--- src/ppr_pkg.sv ---
/*
  Package for the peripheral pin routing fabric: sizes, select codes,
  reset values and the packed carriers shared by the fabric and its map store.
  Assumes one core clock and an active-low asynchronous system reset.
*/
package ppr_pkg;

  // ****************************************************************
  // sizes
  // ****************************************************************
  localparam int unsigned PPR_N_BIDIR   = 8;   // bidir_remap_pin count
  localparam int unsigned PPR_N_INONLY  = 4;   // input_only_remap_pin count
  localparam int unsigned PPR_N_PINS    = PPR_N_BIDIR + PPR_N_INONLY;
  localparam int unsigned PPR_N_IN_FN   = 8;   // remappable peripheral inputs
  localparam int unsigned PPR_N_OUT_FN  = 6;   // remappable peripheral outputs
  localparam int unsigned PPR_SEL_W     = 4;   // input select: 0 = none, k = pin k-1
  localparam int unsigned PPR_FSEL_W    = 3;   // output select: 0 = none, k = function k-1
  localparam int unsigned PPR_MAP_WORDS = PPR_N_IN_FN + PPR_N_BIDIR;
  localparam int unsigned PPR_ADDR_W    = 4;

  // ****************************************************************
  // select codes and reset values
  // ****************************************************************
  localparam logic [PPR_SEL_W-1:0]  PPR_SEL_NONE   = 4'h0;
  localparam logic [PPR_FSEL_W-1:0] PPR_FSEL_NONE  = 3'h0;
  localparam logic [PPR_SEL_W-1:0]  PPR_MAP_RESET  = 4'h0;
  localparam logic                  PPR_LOCK_RESET = 1'b0;

  // remappable peripheral input slots; i2c, pwm and converter have none
  typedef enum logic [2:0] {
    PPR_IN_UART_RX  = 3'h0,
    PPR_IN_SPI_SDI  = 3'h1,
    PPR_IN_SPI_SCK  = 3'h2,
    PPR_IN_SPI_SS   = 3'h3,
    PPR_IN_TMR_CLK  = 3'h4,
    PPR_IN_CAPTURE  = 3'h5,
    PPR_IN_CHG_INT  = 3'h6,
    PPR_IN_UART_CTS = 3'h7
  } ppr_in_fn_e;

  // remappable peripheral output slots
  typedef enum logic [2:0] {
    PPR_OUT_UART_TX  = 3'h0,
    PPR_OUT_UART_RTS = 3'h1,
    PPR_OUT_SPI_SDO  = 3'h2,
    PPR_OUT_SPI_SCK  = 3'h3,
    PPR_OUT_SPI_SS   = 3'h4,
    PPR_OUT_COMPARE  = 3'h5
  } ppr_out_fn_e;

  // ****************************************************************
  // carriers
  // ****************************************************************
  typedef struct packed {
    logic                  we;
    logic [PPR_ADDR_W-1:0] addr;
    logic [PPR_SEL_W-1:0]  data;
  } ppr_cfg_wr_s;

  typedef struct packed {
    logic [PPR_N_PINS-1:0] port_o;
    logic [PPR_N_PINS-1:0] port_oe;
    logic [PPR_N_PINS-1:0] fixed_o;
    logic [PPR_N_PINS-1:0] fixed_oe;
    logic [PPR_N_PINS-1:0] analog_en;
  } ppr_pin_req_s;

endpackage

--- src/ppr_fabric.sv ---
/*
  Peripheral pin routing fabric: input select per peripheral input, output
  function select per bidirectional pin, pad priority mux and mapping lock.
  Assumes pads sit outside with their own input path; a configuration port
  from the core writes the map on clk.
*/
// Contract
// remapping confined to a fixed pin set; each function goes to one pin (outputs: several pins may select the same function)
// bidirectional pins take inputs and outputs; input-only pins take inputs only
// only uart, spi, timer clock, capture, compare and change inputs are routed
// i2c, pwm and analog-input modules are never offered remapping
// a remapped peripheral reaches no pin until software selects one
// fixed peripherals appear on their default pin when active and unopposed
// an active remapped function beats port io and other digital functions
// a remapped function never overrides an analog function on the pin
// separate input and output mapping register sets
// inputs select a pin, outputs select a function
// hardware protection against accidental mapping changes
// while locked, mapping writes are ignored and the map holds
`timescale 1ns/10ps
module ppr_fabric
  import ppr_pkg::*;
#(
  parameter int unsigned N_BIDIR  = PPR_N_BIDIR,
  parameter int unsigned N_INONLY = PPR_N_INONLY,
  parameter int unsigned N_IN_FN  = PPR_N_IN_FN,
  parameter int unsigned N_OUT_FN = PPR_N_OUT_FN
) (
  input  wire logic                       clk,
  input  wire logic                       nrst,
  input  wire ppr_cfg_wr_s                cfg_wr,
  input  wire logic                       cfg_is_out,
  input  wire logic                       lock_set,
  input  wire logic                       lock_clr,
  input  wire logic [PPR_ADDR_W-1:0]      rd_addr,
  input  wire logic                       rd_is_out,
  output logic      [PPR_SEL_W-1:0]       rd_data_q,
  output logic                            locked_q,
  output logic                            wr_blocked_q,
  input  wire logic [N_BIDIR+N_INONLY-1:0] pad_in,
  output logic      [N_BIDIR+N_INONLY-1:0] pad_out_q,
  output logic      [N_BIDIR+N_INONLY-1:0] pad_oe_q,
  input  wire ppr_pin_req_s               pin_req,
  input  wire logic [N_OUT_FN-1:0]        fn_out,
  input  wire logic [N_OUT_FN-1:0]        fn_out_en,
  output logic      [N_IN_FN-1:0]         fn_in_q
);

  localparam int unsigned NP = N_BIDIR + N_INONLY;

  // ****************************************************************
  // pad input synchronisers
  // ****************************************************************
  logic [NP-1:0] s1_q;
  logic [NP-1:0] s2_q;
  logic [NP-1:0] s3_q;
  logic [NP-1:0] pin_q;

  always_ff @(posedge clk or negedge nrst) begin
    if (!nrst) begin
      s1_q  <= '0;
      s2_q  <= '0;
      s3_q  <= '0;
      pin_q <= '0;
    end else begin
      s1_q <= pad_in;
      s2_q <= s1_q;
      s3_q <= s2_q;
      // a change counts once the last two stages agree
      pin_q <= (s2_q & s3_q) | (pin_q & (s2_q | s3_q));
    end
  end

  // ****************************************************************
  // lock
  // ****************************************************************
  // lock guard
  always_ff @(posedge clk or negedge nrst) begin
    if (!nrst) begin
      locked_q <= PPR_LOCK_RESET;
    end else if (lock_set) begin
      locked_q <= 1'b1;
    end else if (lock_clr) begin
      locked_q <= 1'b0;
    end
  end

  logic map_we;
  // drop writes while locked
  assign map_we = cfg_wr.we && !locked_q;

  always_ff @(posedge clk or negedge nrst) begin
    if (!nrst) begin
      wr_blocked_q <= 1'b0;
    end else begin
      wr_blocked_q <= cfg_wr.we && locked_q;
    end
  end

  // ****************************************************************
  // map stores
  // ****************************************************************
  logic [N_IN_FN*PPR_SEL_W-1:0]   in_map;
  logic [N_BIDIR*PPR_SEL_W-1:0]   out_map;
  logic [PPR_SEL_W-1:0]           in_rd_q;
  logic [PPR_SEL_W-1:0]           out_rd_q;
  logic                           rd_is_out_q;

  // two independent register sets
  ppr_map_store #(.WORDS(N_IN_FN), .DATA_W(PPR_SEL_W), .ADDR_W(PPR_ADDR_W)) u_in_map (
    .clk     (clk),
    .nrst    (nrst),
    .we      (map_we && !cfg_is_out),
    .waddr   (cfg_wr.addr),
    .wdata   (cfg_wr.data),
    .raddr   (rd_addr),
    .rdata_q (in_rd_q),
    .all_q   (in_map)
  );

  ppr_map_store #(.WORDS(N_BIDIR), .DATA_W(PPR_SEL_W), .ADDR_W(PPR_ADDR_W)) u_out_map (
    .clk     (clk),
    .nrst    (nrst),
    .we      (map_we && cfg_is_out),
    .waddr   (cfg_wr.addr),
    .wdata   (cfg_wr.data),
    .raddr   (rd_addr),
    .rdata_q (out_rd_q),
    .all_q   (out_map)
  );

  always_ff @(posedge clk or negedge nrst) begin
    if (!nrst) begin
      rd_is_out_q <= 1'b0;
    end else begin
      rd_is_out_q <= rd_is_out;
    end
  end

  assign rd_data_q = rd_is_out_q ? out_rd_q : in_rd_q;

  // ****************************************************************
  // decode helpers
  // ****************************************************************
  // pin select: code 0 means no pin, otherwise pin code-1 if in range
  function automatic logic sel_hits(input logic [PPR_SEL_W-1:0] sel, input int unsigned idx,
                                    input int unsigned limit);
    sel_hits = (sel != PPR_SEL_NONE) && (int'(sel) - 1 == idx) && (idx < limit);
  endfunction

  // ****************************************************************
  // input routing
  // ****************************************************************
  genvar fi;
  genvar pi;
  generate
    for (fi = 0; fi < N_IN_FN; fi++) begin : g_in
      logic [PPR_SEL_W-1:0] sel;
      logic [NP-1:0]        hit;
      assign sel = in_map[fi*PPR_SEL_W +: PPR_SEL_W];
      for (pi = 0; pi < NP; pi++) begin : g_hit
        // any pin in the set can feed an input; R10: input picks a pin
        assign hit[pi] = sel_hits(sel, pi, NP);
      end
      // unassigned input reads idle low; R01: one pin per input
      always_ff @(posedge clk or negedge nrst) begin
        if (!nrst) begin
          fn_in_q[fi] <= 1'b0;
        end else begin
          fn_in_q[fi] <= |(hit & pin_q);
        end
      end
    end
  endgenerate

  // ****************************************************************
  // output routing and pad priority
  // ****************************************************************
  // only the listed digital outputs enter the fabric
  // i2c, pwm and analog modules arrive only through pin_req fixed paths
  genvar po;
  generate
    for (po = 0; po < NP; po++) begin : g_pad
      logic rm_act;
      logic rm_val;
      if (po < N_BIDIR) begin : g_bidir
        logic [PPR_FSEL_W-1:0] fsel;
        logic [PPR_SEL_W-1:0]  code;
        assign code = out_map[po*PPR_SEL_W +: PPR_SEL_W];
        assign fsel = code[PPR_FSEL_W-1:0];
        // output pin picks a function
        always_comb begin
          rm_act = 1'b0;
          rm_val = 1'b0;
          if (code[PPR_SEL_W-1] == 1'b0 && fsel != PPR_FSEL_NONE &&
              int'(fsel) <= N_OUT_FN) begin
            rm_act = fn_out_en[fsel - PPR_FSEL_W'(1)];
            rm_val = fn_out[fsel - PPR_FSEL_W'(1)];
          end
        end
      end else begin : g_inonly
        // input-only pins never carry a remapped output
        assign rm_act = 1'b0;
        assign rm_val = 1'b0;
      end

      always_ff @(posedge clk or negedge nrst) begin
        if (!nrst) begin
          pad_out_q[po] <= 1'b0;
          pad_oe_q[po]  <= 1'b0;
        end else if (pin_req.analog_en[po]) begin
          // analog keeps the pin, digital drivers released
          pad_out_q[po] <= 1'b0;
          pad_oe_q[po]  <= 1'b0;
        end else if (rm_act) begin
          // remapped function beats all digital owners
          pad_out_q[po] <= rm_val;
          pad_oe_q[po]  <= 1'b1;
        end else if (pin_req.fixed_oe[po]) begin
          // fixed peripheral on its default pin
          pad_out_q[po] <= pin_req.fixed_o[po];
          pad_oe_q[po]  <= 1'b1;
        end else begin
          pad_out_q[po] <= pin_req.port_o[po];
          pad_oe_q[po]  <= pin_req.port_oe[po];
        end
      end
    end
  endgenerate

endmodule

--- src/ppr_map_store.sv ---
/*
  Small mapping memory: one select word per entry, registered read port.
  Assumes writes are already qualified by the caller.
*/
`timescale 1ns/10ps
module ppr_map_store
  import ppr_pkg::*;
#(
  parameter int unsigned WORDS  = PPR_MAP_WORDS,
  parameter int unsigned DATA_W = PPR_SEL_W,
  parameter int unsigned ADDR_W = PPR_ADDR_W
) (
  input  wire logic              clk,
  input  wire logic              nrst,
  input  wire logic              we,
  input  wire logic [ADDR_W-1:0] waddr,
  input  wire logic [DATA_W-1:0] wdata,
  input  wire logic [ADDR_W-1:0] raddr,
  output logic      [DATA_W-1:0] rdata_q,
  output logic [WORDS*DATA_W-1:0] all_q
);

  // index width of the word array; the address port may be wider
  localparam int unsigned IDX_W = (WORDS > 1) ? $clog2(WORDS) : 1;

  logic [DATA_W-1:0] mem_q [WORDS];

  genvar g;
  generate
    for (g = 0; g < WORDS; g++) begin : g_word
      always_ff @(posedge clk or negedge nrst) begin
        if (!nrst) begin
          mem_q[g] <= PPR_MAP_RESET;
        end else if (we && (waddr == ADDR_W'(g))) begin
          mem_q[g] <= wdata;
        end
      end
      assign all_q[g*DATA_W +: DATA_W] = mem_q[g];
    end
  endgenerate

  always_ff @(posedge clk or negedge nrst) begin
    if (!nrst) begin
      rdata_q <= PPR_MAP_RESET;
    end else if (int'(raddr) < WORDS) begin
      rdata_q <= mem_q[raddr[IDX_W-1:0]];
    end else begin
      rdata_q <= '0;
    end
  end

endmodule

--- config.mk ---
export PLATFORM = sky130hd
export DESIGN_NAME = ppr_fabric
export DESIGN_NICKNAME = d
export VERILOG_FILES = /design/src/ppr_pkg.sv /design/src/ppr_fabric.sv /design/src/ppr_map_store.sv
export SDC_FILE = /design/constraint.sdc
export NUM_CORES = 1
export LEC_CHECK = 0
export BUFFER_PORTS_ARGS = -buffer_cell sky130_fd_sc_hd__buf_2
export CORE_UTILIZATION = 63
export CTS_BUF_LIST = sky130_fd_sc_hd__clkbuf_2 sky130_fd_sc_hd__clkbuf_4 sky130_fd_sc_hd__clkbuf_8
export DETAILED_ROUTE_END_ITERATION = 10
export PLACE_DENSITY = 0.95
export SLEW_MARGIN = 20
export SYNTH_ARGS = -nofsm -noshare
export SYNTH_HDL_FRONTEND = slang
export SYNTH_SLANG_ARGS = --single-unit
--- constraint.sdc ---
create_clock -name clk -period 2.8 [get_ports clk]
set_input_delay 0.14 -clock clk [delete_from_list [all_inputs] [get_ports clk]]
set_output_delay 0.14 -clock clk [all_outputs]
set_load 0.005 [all_outputs]
==> flow_metrics.env, run 1 <==
export IMPL_outcome="complete, no violations"
export IMPL_place_hpwl_mm=14.5
export IMPL_grt_pass1_wl_mm=39.5
export IMPL_synth_distinct_cells=46
export IMPL_cp_slowest_stage_delay_ps=590
export IMPL_htreeDepth=4
export IMPL_cp_buffers_inverters=2
export IMPL_synth_nets=769
export IMPL_critPathLaunchType="flop"
export IMPL_post_drt_via_cell_ratio=6.72
export IMPL_syn_inst=642
export IMPL_critical_path_arrival_ps=3110
export IMPL_netlist_top_cells_count="dfrtp_1, mux2_2, mux2i_1, nor2_1, inv_1"
export IMPL_tns_ps=0
export IMPL_wl_mm=24.7
export IMPL_vias=6787
export IMPL_fin_nets=951
export IMPL_fp_dieW_um=118
export IMPL_ant_nets=0
export IMPL_cp_max_fo=7
export IMPL_yosysMostFrequentCell="dfrtp_1"
export IMPL_cts_setup_buffers=0
export IMPL_setup_viol=0
export IMPL_clk_pin_slew_ps=100
export IMPL_ys_flop_type="dfrtp_1"
export IMPL_synth_edf_count=0
export IMPL_slew_headroom=0.513
export IMPL_period_share=0.972
export IMPL_die_height_um=118
export IMPL_grt_pass1_vias=7435
export IMPL_worstMarginPinSlew_ps=730
export IMPL_placeableCoreArea_mm2=0.0128
export IMPL_r2r_cells=7
export IMPL_crit_slowest_cell="dlygate4sd3_1"
export IMPL_endpoint_kind="flop"
export IMPL_timing_rr_start="u_out_map.all_q[16]"
export IMPL_min_from="rd_addr[2]"
export IMPL_cp_cell_sequence="inv_1 > ha_1 > xnor2_1 > o21bai_1 > a311oi_1 > dlygate4sd3_1 > nor2_1"
export IMPL_synthArstFlopShare=1.00
export IMPL_place_congestion=0.907
export IMPL_cts_made_buffers=17
export IMPL_fin_crit_ps=2720
export IMPL_ys_ff_latch=155
export IMPL_yosysSeqAreaShare=0.460
export IMPL_antenna_found_initial=1
export IMPL_grt_ovfl_total=0
export IMPL_min_to="u_in_map.rdata_q[3]"
export IMPL_irDropWorstVdd_mv=0.430
export IMPL_synth_area_top_cells="dfrtp_1, mux2_2, mux4_2, mux2i_1, ha_1"
export IMPL_io_buffers=140
export IMPL_p_per_area_mw_per_mm2=592
export IMPL_hold_path_depth=3
export IMPL_grt_usage=0.376
export IMPL_cts_tree="built"
export IMPL_synth_top_area_cell="dfrtp_1"
export IMPL_cp_top_family="buffers and inverters"
export IMPL_slew_viol_final=0
export IMPL_drt_iter0_markers=856
export IMPL_ios=141
export IMPL_drv_cap=0
export IMPL_syn_area_mm2=0.00843
export IMPL_root_buffer="clkbuf_8"
export IMPL_rsz0062_at_grt="false"
export IMPL_hold_path_class="primary input to flop"
export IMPL_drive_above_1_share=0.382
export IMPL_drc=0
export IMPL_yosys_area_top_type_share=0.460
export IMPL_wl_per_cell_um=24.5
export IMPL_cellLeakagePower_nw=4.56
export IMPL_finClkSkew_ps=13.9
export IMPL_dpl_worst_slack_ps=794
export IMPL_fillers=699
export IMPL_dieArea_mm2=0.0138
export IMPL_fp_row_count=41
export IMPL_clockBufferDepth=2
export IMPL_final_setup_worst_slack_ps=77.7
export IMPL_syn_area_per_cell_um2=13.1
export IMPL_ff2ff_setup_slack_ps=80
export IMPL_cts_sinks=155
export IMPL_final_hold_viol_count=0
export IMPL_place_area_mm2=0.00916
export IMPL_path_class="flop to flop"
export IMPL_clk_latency_ps=470
export IMPL_start_util=0.657
export IMPL_grt_max_degree=81
export IMPL_maxClockFrequency_mhz=367
export IMPL_final_cell_area_mm2=0.0102
export IMPL_r2r_end="pad_oe_q[4]"
export IMPL_required_ps=3190
export IMPL_area_growth_pct=20.5
export IMPL_yosys_warnings=0
export IMPL_dr_pass1_iters=6
[logic make-up after synthesis]
logic type / count (synthesis) / share of synthesized area
AOI/OAI and AO/OA: 77 / 0.0699
xor gates and xnor gates: 8 / 0.00831
adders and majority gates: 36 / 0.0499
buffers and inverters: 74 / 0.0420
DFF: 155 / 0.460
muxes: 174 / 0.287
and+or+nand+nor: 118 / 0.0830
[final cells by class]
cell class / instances / area (µm²) / share of cell area
antenna: 1 / 2.50 / 0.000246
clock buffer: 19 / 255 / 0.0251
clock inverter: 13 / 159 / 0.0156
inverter: 37 / 139 / 0.0137
multi-input combinational: 413 / 4200 / 0.413
sequential: 155 / 3880 / 0.382
tap: 172 / 215 / 0.0212
timing repair buffer: 200 / 1320 / 0.129
[stage by stage]
stage	power (W)	hold slack, ps	utilization	instances
floorplan	0.00364	-156	-	642
global placement	0.00396	213	0.714	919
detailed placement	0.00408	223	0.714	919
CTS	0.00591	105	0.792	1009
global route	0.00623	118	0.792	1009
finish	0.00602	125	0.792	1010
[flip-flops by register name, indices dropped and copies added, names as in the netlist, 4 cells and up]
register           count
s1_q                  12
pad_oe_q              12
u_out_map.all_q       32
pad_out_q             12
u_in_map.all_q        32
s3_q                  12
u_out_map.rdata_q      4
u_in_map.rdata_q       4
fn_in_q                8
s2_q                  12
pin_q                 12
[cell usage in the layout, fill, tap and decap left out, types with 14 or more instances in the layout]
cell type      count
nand2_1           22
clkbuf_8          18
nor2_1            38
mux4_2            32
mux2_2            85
dfrtp_1          155
ha_1              24
a311oi_1          16
inv_1             37
mux2i_1           43
buf_2            139
dlygate4sd3_1     58
nor2b_1           14
[worst register-to-register path, stage by stage, from the launching register on]
cell and delay [ps]:
dfrtp_1 560, inv_1 160, ha_1 270, xnor2_1 500, o21bai_1 280, a311oi_1 150
dlygate4sd3_1 590, nor2_1 110
[routing by layer]
layer | GRT usage | routed length, µm | vias up
met1 | 0.438 | 8600 | 3265
met4 | 0.260 | 1670 | 0
met3 | 0.111 | 2630 | 195
met5 | 0 | 0 | -
li1 | - | - | 2737
met2 | 0.601 | 11800 | 590
[worst max-delay path by stage]
stage                              startpoint           end  slack, ps  cells past startpoint
final                     u_out_map.all_q[16]   pad_oe_q[4]         80                      7
after global placement     u_out_map.all_q[8]   pad_oe_q[2]        950                      6
after floorplan            u_out_map.all_q[0]  pad_out_q[0]       1160                      7
after global routing      u_out_map.all_q[16]   pad_oe_q[4]         70                      7
after CTS                 u_out_map.all_q[16]   pad_oe_q[4]        250                      7
after detailed placement  u_out_map.all_q[28]  pad_out_q[7]        790                      6
[power by group]
group          internal (W)  switching [W]  leakage, nW
Combinational      0.000768       0.000707         2.38
Clock              0.000852       0.000926        0.205
Sequential          0.00245       0.000313         1.97
Total               0.00407        0.00195         4.56
[what timing repair did]
item                      CTS  global route
hold buffers               58             0
hold endpoints to repair  125             0
resized for setup           0             0
Power figures use the tool's default switching activity.
==> inputs of run 2 (changes only) <==
Settings changed: CORE_UTILIZATION 63 to 55, PLACE_DENSITY 0.95 to 0.86, REMOVE_ABC_BUFFERS set to 1.
==> run 2 against run 1 <==
Core utilization fell by 10 points. Die area rose by 14%. Hold slack got worse by 99 ps. Combinational power fell by 5%. Total power barely moved. First-iteration DRC count fell by 36%. Worst setup slack improved by 190 ps. Critical path depth did not move. Cell count rose by 0.99%. Largest cell class unchanged. Highest routed layer unchanged.
==> flow_metrics.env, run 2 (synthesis gave the netlist of run 1 again) <==
export IMPL_tns_ps=0
export IMPL_r2r_cells=7
export IMPL_hold_path_depth=3
export IMPL_min_from="lock_clr"
export IMPL_post_drt_via_cell_ratio=6.05
export IMPL_slew_viol_final=0
export IMPL_final_cell_area_mm2=0.0102
export IMPL_holdBufCountCts=57
export IMPL_antenna_cells=0
export IMPL_r2r_end="pad_oe_q[5]"
export IMPL_required_ps=3160
export IMPL_cellLeakagePower_nw=4.57
export IMPL_clk_pin_slew_ps=90
export IMPL_fp_dieW_um=126
export IMPL_cts_tree="built"
export IMPL_cts_resized=0
export IMPL_root_buffer="clkbuf_8"
export IMPL_fp_row_count=44
export IMPL_grt_pass1_wl_mm=33.1
export IMPL_min_to="locked_q"
export IMPL_utilization=0.691
export IMPL_ff2ff_setup_slack_ps=270
export IMPL_timing_rr_start="u_out_map.all_q[20]"
export IMPL_layout_commonest_cell="dfrtp_1"
export IMPL_finClkSkew_ps=14.8
export IMPL_wl_mm=20.7
export IMPL_grt_max_degree=70
export IMPL_fin_nets=950
export IMPL_dr_pass1_iters=5
export IMPL_layout_common_cells="dfrtp_1, buf_2, mux2_2"
export IMPL_ant_nets=0
export IMPL_drive_above_1_share=0.383
export IMPL_cts_sinks=155
export IMPL_vias=6176
export IMPL_start_util=0.571
export IMPL_slew_headroom=0.608
export IMPL_wl_per_cell_um=20.3
export IMPL_io_buffers=140
export IMPL_ios=141
export IMPL_cp_max_fo=7
export IMPL_final_hold_viol_count=0
export IMPL_grt_pass1_vias=6480
export IMPL_antenna_found_initial=0
export IMPL_outcome="complete, no violations"
export IMPL_fin_crit_ps=2530
export IMPL_cts_setup_buffers=0
export IMPL_cts_made_buffers=17
export IMPL_place_congestion=0.891
export IMPL_htreeDepth=4
export IMPL_path_class="flop to flop"
export IMPL_area_growth_pct=21.0
export IMPL_clk_latency_ps=460
export IMPL_p_per_area_mw_per_mm2=590
export IMPL_period_share=0.903
export IMPL_maxClockFrequency_mhz=396
export IMPL_clockBufferDepth=2
export IMPL_setup_viol=0
export IMPL_irDropWorstVdd_mv=0.396
export IMPL_placeableCoreArea_mm2=0.0148
export IMPL_hold_path_class="primary input to flop"
export IMPL_dieArea_mm2=0.0158
export IMPL_grt_ovfl_total=0
export IMPL_place_hpwl_mm=13.9
export IMPL_die_height_um=126
export IMPL_critical_path_arrival_ps=2880
export IMPL_drc=0
export IMPL_drv_cap=0
export IMPL_critPathLaunchType="flop"
export IMPL_grt_usage=0.276
export IMPL_rsz0062_at_grt="false"
export IMPL_place_area_mm2=0.00918
export IMPL_endpoint_kind="flop"
export IMPL_worstMarginPinSlew_ps=585
export IMPL_drt_iter0_markers=544
-- run 2: changes by cell type in the layout (fill, tap and decap cells not counted), sizes merged --
cell,previous run,this run
clkbuf,19,20
clkinvlp,2,4
bufinv,2,4
clkinv,3,0
diode,1,0
inv,43,41
dlygate4sd3,58,57
-- run 2: layer usage --
metal  GRT usage  share of wire  vias up
met2       0.473           0.50      325
met3      0.0590          0.068       74
met5           0              0        -
met1       0.323           0.39     3048
li1            -              -     2729
met4       0.156          0.044        0
-- run 2: cell type report --
cell class | count | area, µm²
Clock buffer | 20 | 263
Clock inverter | 12 | 185
Fill cell | 1018 | 4560
Inverter | 37 | 139
Multi-Input combinational cell | 413 | 4200
Sequential cell | 155 | 3880
Tap cell | 184 | 230
Timing Repair Buffer | 199 | 1310
-- run 2: worst max-delay path, stage by stage, from the launching register on --
cell and delay (ps):
dfrtp_1 550, inv_1 150, ha_1 370, mux4_2 320
nand2b_4 160, a311oi_1 230, dlygate4sd3_1 600, nor2_1 50
-- run 2: report_power, final --
| part | leakage (nW) | internal, W | switching (W) |
|---|---|---|---|
| Combinational | 2.38 | 0.000763 | 0.000633 |
| Sequential | 1.97 | 0.00245 | 0.000283 |
| Clock | 0.214 | 0.00103 | 0.000863 |
| Total | 4.57 | 0.00424 | 0.00178 |
-- run 2: metrics by stage --
stage	hold WS, ps	power (W)	instances	setup slack [ps]
final	26.8	0.00602	1020	272
after global routing	21.5	0.00628	1020	161
after CTS	15.4	0.00603	1020	330
after global placement	144	0.00397	931	889
after detailed placement	158	0.00407	931	735
after floorplan	-156	0.00357	605	1100
-- run 2: how the worst max path moves through the flow --
stage | slack [ps] | start | end | depth (start not counted)
6_report | 270 | u_out_map.all_q[20] | pad_oe_q[5] | 7
5_1_grt | 160 | u_out_map.all_q[8] | pad_oe_q[2] | 7
4_1_cts | 330 | u_out_map.all_q[8] | pad_oe_q[2] | 7
3_5_place_dp | 740 | u_out_map.all_q[8] | pad_out_q[2] | 6
3_3_place_gp | 890 | u_out_map.all_q[8] | pad_out_q[2] | 6
2_1_floorplan | 1100 | u_out_map.all_q[0] | pad_out_q[0] | 6
==> inputs of run 3 (changes only) <==
Settings changed: CTS_BUF_LIST sky130_fd_sc_hd__clkbuf_2 sky130_fd_sc_hd__clkbuf_4 sky130_fd_sc_hd__clkbuf_8 to sky130_fd_sc_hd__clkbuf_16.
==> run 3 against run 2 <==
Highest routed layer unchanged. First-iteration DRC count shrank 8.8%. Wire length increased by 0.40%. Flip-flop and latch count unchanged. Clock power is 29% higher. Final area is 1.7% higher. Critical path depth stayed put. Die area stayed put. Global-route usage is 0.30 points higher. Via count barely moved. Largest cell class unchanged.
==> flow_metrics.env, run 3 (synthesis gave the netlist of run 1 again) <==
export IMPL_outcome="complete, no violations"
export IMPL_root_buffer="clkbuf_16"
export IMPL_grt_max_degree=70
export IMPL_grt_pass1_wl_mm=33.5
export IMPL_maxClockFrequency_mhz=396
export IMPL_cts_tree="built"
export IMPL_place_hpwl_mm=13.9
export IMPL_drt_iter0_markers=496
export IMPL_layout_common_cells="dfrtp_1, buf_2, mux2_2"
export IMPL_ios=141
export IMPL_cellLeakagePower_nw=4.65
export IMPL_period_share=0.903
export IMPL_r2r_cells=7
export IMPL_final_hold_viol_count=0
export IMPL_io_buffers=140
export IMPL_critical_path_arrival_ps=2880
export IMPL_cts_sinks=155
export IMPL_fp_dieW_um=126
export IMPL_r2r_end="pad_oe_q[2]"
export IMPL_clk_pin_slew_ps=70
export IMPL_fin_crit_ps=2530
export IMPL_drive_above_1_share=0.379
export IMPL_wl_mm=20.8
export IMPL_cts_made_buffers=17
export IMPL_slew_headroom=0.608
export IMPL_antenna_found_initial=0
export IMPL_cts_resized=0
export IMPL_grt_usage=0.278
export IMPL_timing_rr_start="u_out_map.all_q[8]"
export IMPL_comb_power_share=0.213
export IMPL_dieArea_mm2=0.0158
export IMPL_wl_per_cell_um=20.4
export IMPL_die_height_um=126
export IMPL_start_util=0.571
export IMPL_critPathLaunchType="flop"
export IMPL_cp_max_fo=7
export IMPL_fp_row_count=44
export IMPL_tns_ps=0
export IMPL_clk_latency_ps=420
export IMPL_placeableCoreArea_mm2=0.0148
export IMPL_seq_power_share=0.417
export IMPL_setup_viol=0
export IMPL_irDropWorstVdd_mv=0.444
export IMPL_htreeDepth=4
export IMPL_ff2ff_setup_slack_ps=270
export IMPL_dr_pass1_iters=5
export IMPL_path_class="flop to flop"
export IMPL_p_switching_w=0.00185
export IMPL_grt_ovfl_total=0
export IMPL_ant_nets=0
export IMPL_slew_viol_final=0
export IMPL_utilization=0.703
export IMPL_fin_nets=950
export IMPL_hold_path_depth=3
export IMPL_rsz0062_at_grt="false"
export IMPL_clkPwrFrac=0.370
export IMPL_worstMarginPinSlew_ps=583
export IMPL_min_from="lock_clr"
export IMPL_finClkSkew_ps=9.60
export IMPL_hold_path_class="primary input to flop"
export IMPL_clockBufferDepth=2
export IMPL_place_congestion=0.891
export IMPL_min_to="locked_q"
export IMPL_swShare=0.282
export IMPL_drc=0
export IMPL_required_ps=3160
export IMPL_intPower_w=0.00471
export IMPL_grt_pass1_vias=6527
export IMPL_fillers=1001
export IMPL_drv_cap=0
export IMPL_vias=6174
export IMPL_endpoint_kind="flop"
export IMPL_antenna_cells=0
export IMPL_layout_commonest_cell="dfrtp_1"
export IMPL_post_drt_via_cell_ratio=6.05
export IMPL_area_growth_pct=23.0
export IMPL_p_per_area_mw_per_mm2=633
-- run 3: cell types whose count changed in the layout (fill, tap and decap cells not counted) --
cell,before,now
clkbuf_8,18,0
clkinv_1,0,1
clkbuf_4,2,0
clkbuf_16,0,17
inv_1,37,39
-- run 3: repair_timing --
item	CTS	global route
endpoints found under the hold margin	105	0
hold buffers	57	0
setup buffers	0	0
-- run 3: how the worst max path moves through the flow --
stage	start	endpoint	slack, ps	cells past startpoint
floorplan	u_out_map.all_q[0]	pad_out_q[0]	1100	6
global placement	u_out_map.all_q[8]	pad_out_q[2]	890	6
detailed placement	u_out_map.all_q[8]	pad_out_q[2]	740	6
CTS	u_out_map.all_q[8]	pad_oe_q[2]	320	7
global route	u_out_map.all_q[8]	pad_oe_q[2]	160	7
finish	u_out_map.all_q[8]	pad_oe_q[2]	270	7
-- run 3: metrics by stage --
step	hold slack, ps	std cells	area, µm²	total power [W]	setup slack (ps)
5_1_grt	65.8	1020	10400	0.00685	161
3_3_place_gp	144	931	9180	0.00397	889
2_1_floorplan	-156	605	8210	0.00357	1100
3_5_place_dp	158	931	9180	0.00407	735
6_report	68.5	1020	10400	0.00656	272
4_1_cts	46.5	1020	10400	0.00658	317
-- run 3: worst max-delay path: stages, from the launching register on --
cell and delay, ps:
dfrtp_1 560, inv_1 160, ha_1 220, nor2b_1 130
a311oi_1 520, a311oi_1 180, dlygate4sd3_1 600, nor2_1 90
-- run 3: final cells by class --
type,instances,area [µm²],area share
repair buffers,199,1310,0.126
flip-flops and latches,155,3880,0.374
well taps,184,230,0.0222
clock inverters,15,196,0.0189
inverters,37,139,0.0134
multi-input cells,413,4200,0.405
clock buffers,17,425,0.0410
-- run 3: routing by layer --
| layer | vias up | GRT usage | wire length, µm |
|---|---|---|---|
| met5 | - | 0 | 0 |
| met4 | 0 | 0.155 | 798 |
| met3 | 72 | 0.0616 | 1360 |
| met2 | 300 | 0.474 | 10400 |
| met1 | 3077 | 0.330 | 8270 |
| li1 | 2725 | - | - |
-- run 3: power by group through the flow --
| stage | Sequential (W) | Clock (W) | Combinational, W |
|---|---|---|---|
| after floorplan | 0.00268 | 0 | 0.000888 |
| after global placement | 0.00274 | 0 | 0.00123 |
| after detailed placement | 0.00276 | 0 | 0.00131 |
| after CTS | 0.00273 | 0.00247 | 0.00139 |
| after global routing | 0.00276 | 0.00256 | 0.00152 |
| final | 0.00274 | 0.00243 | 0.00140 |
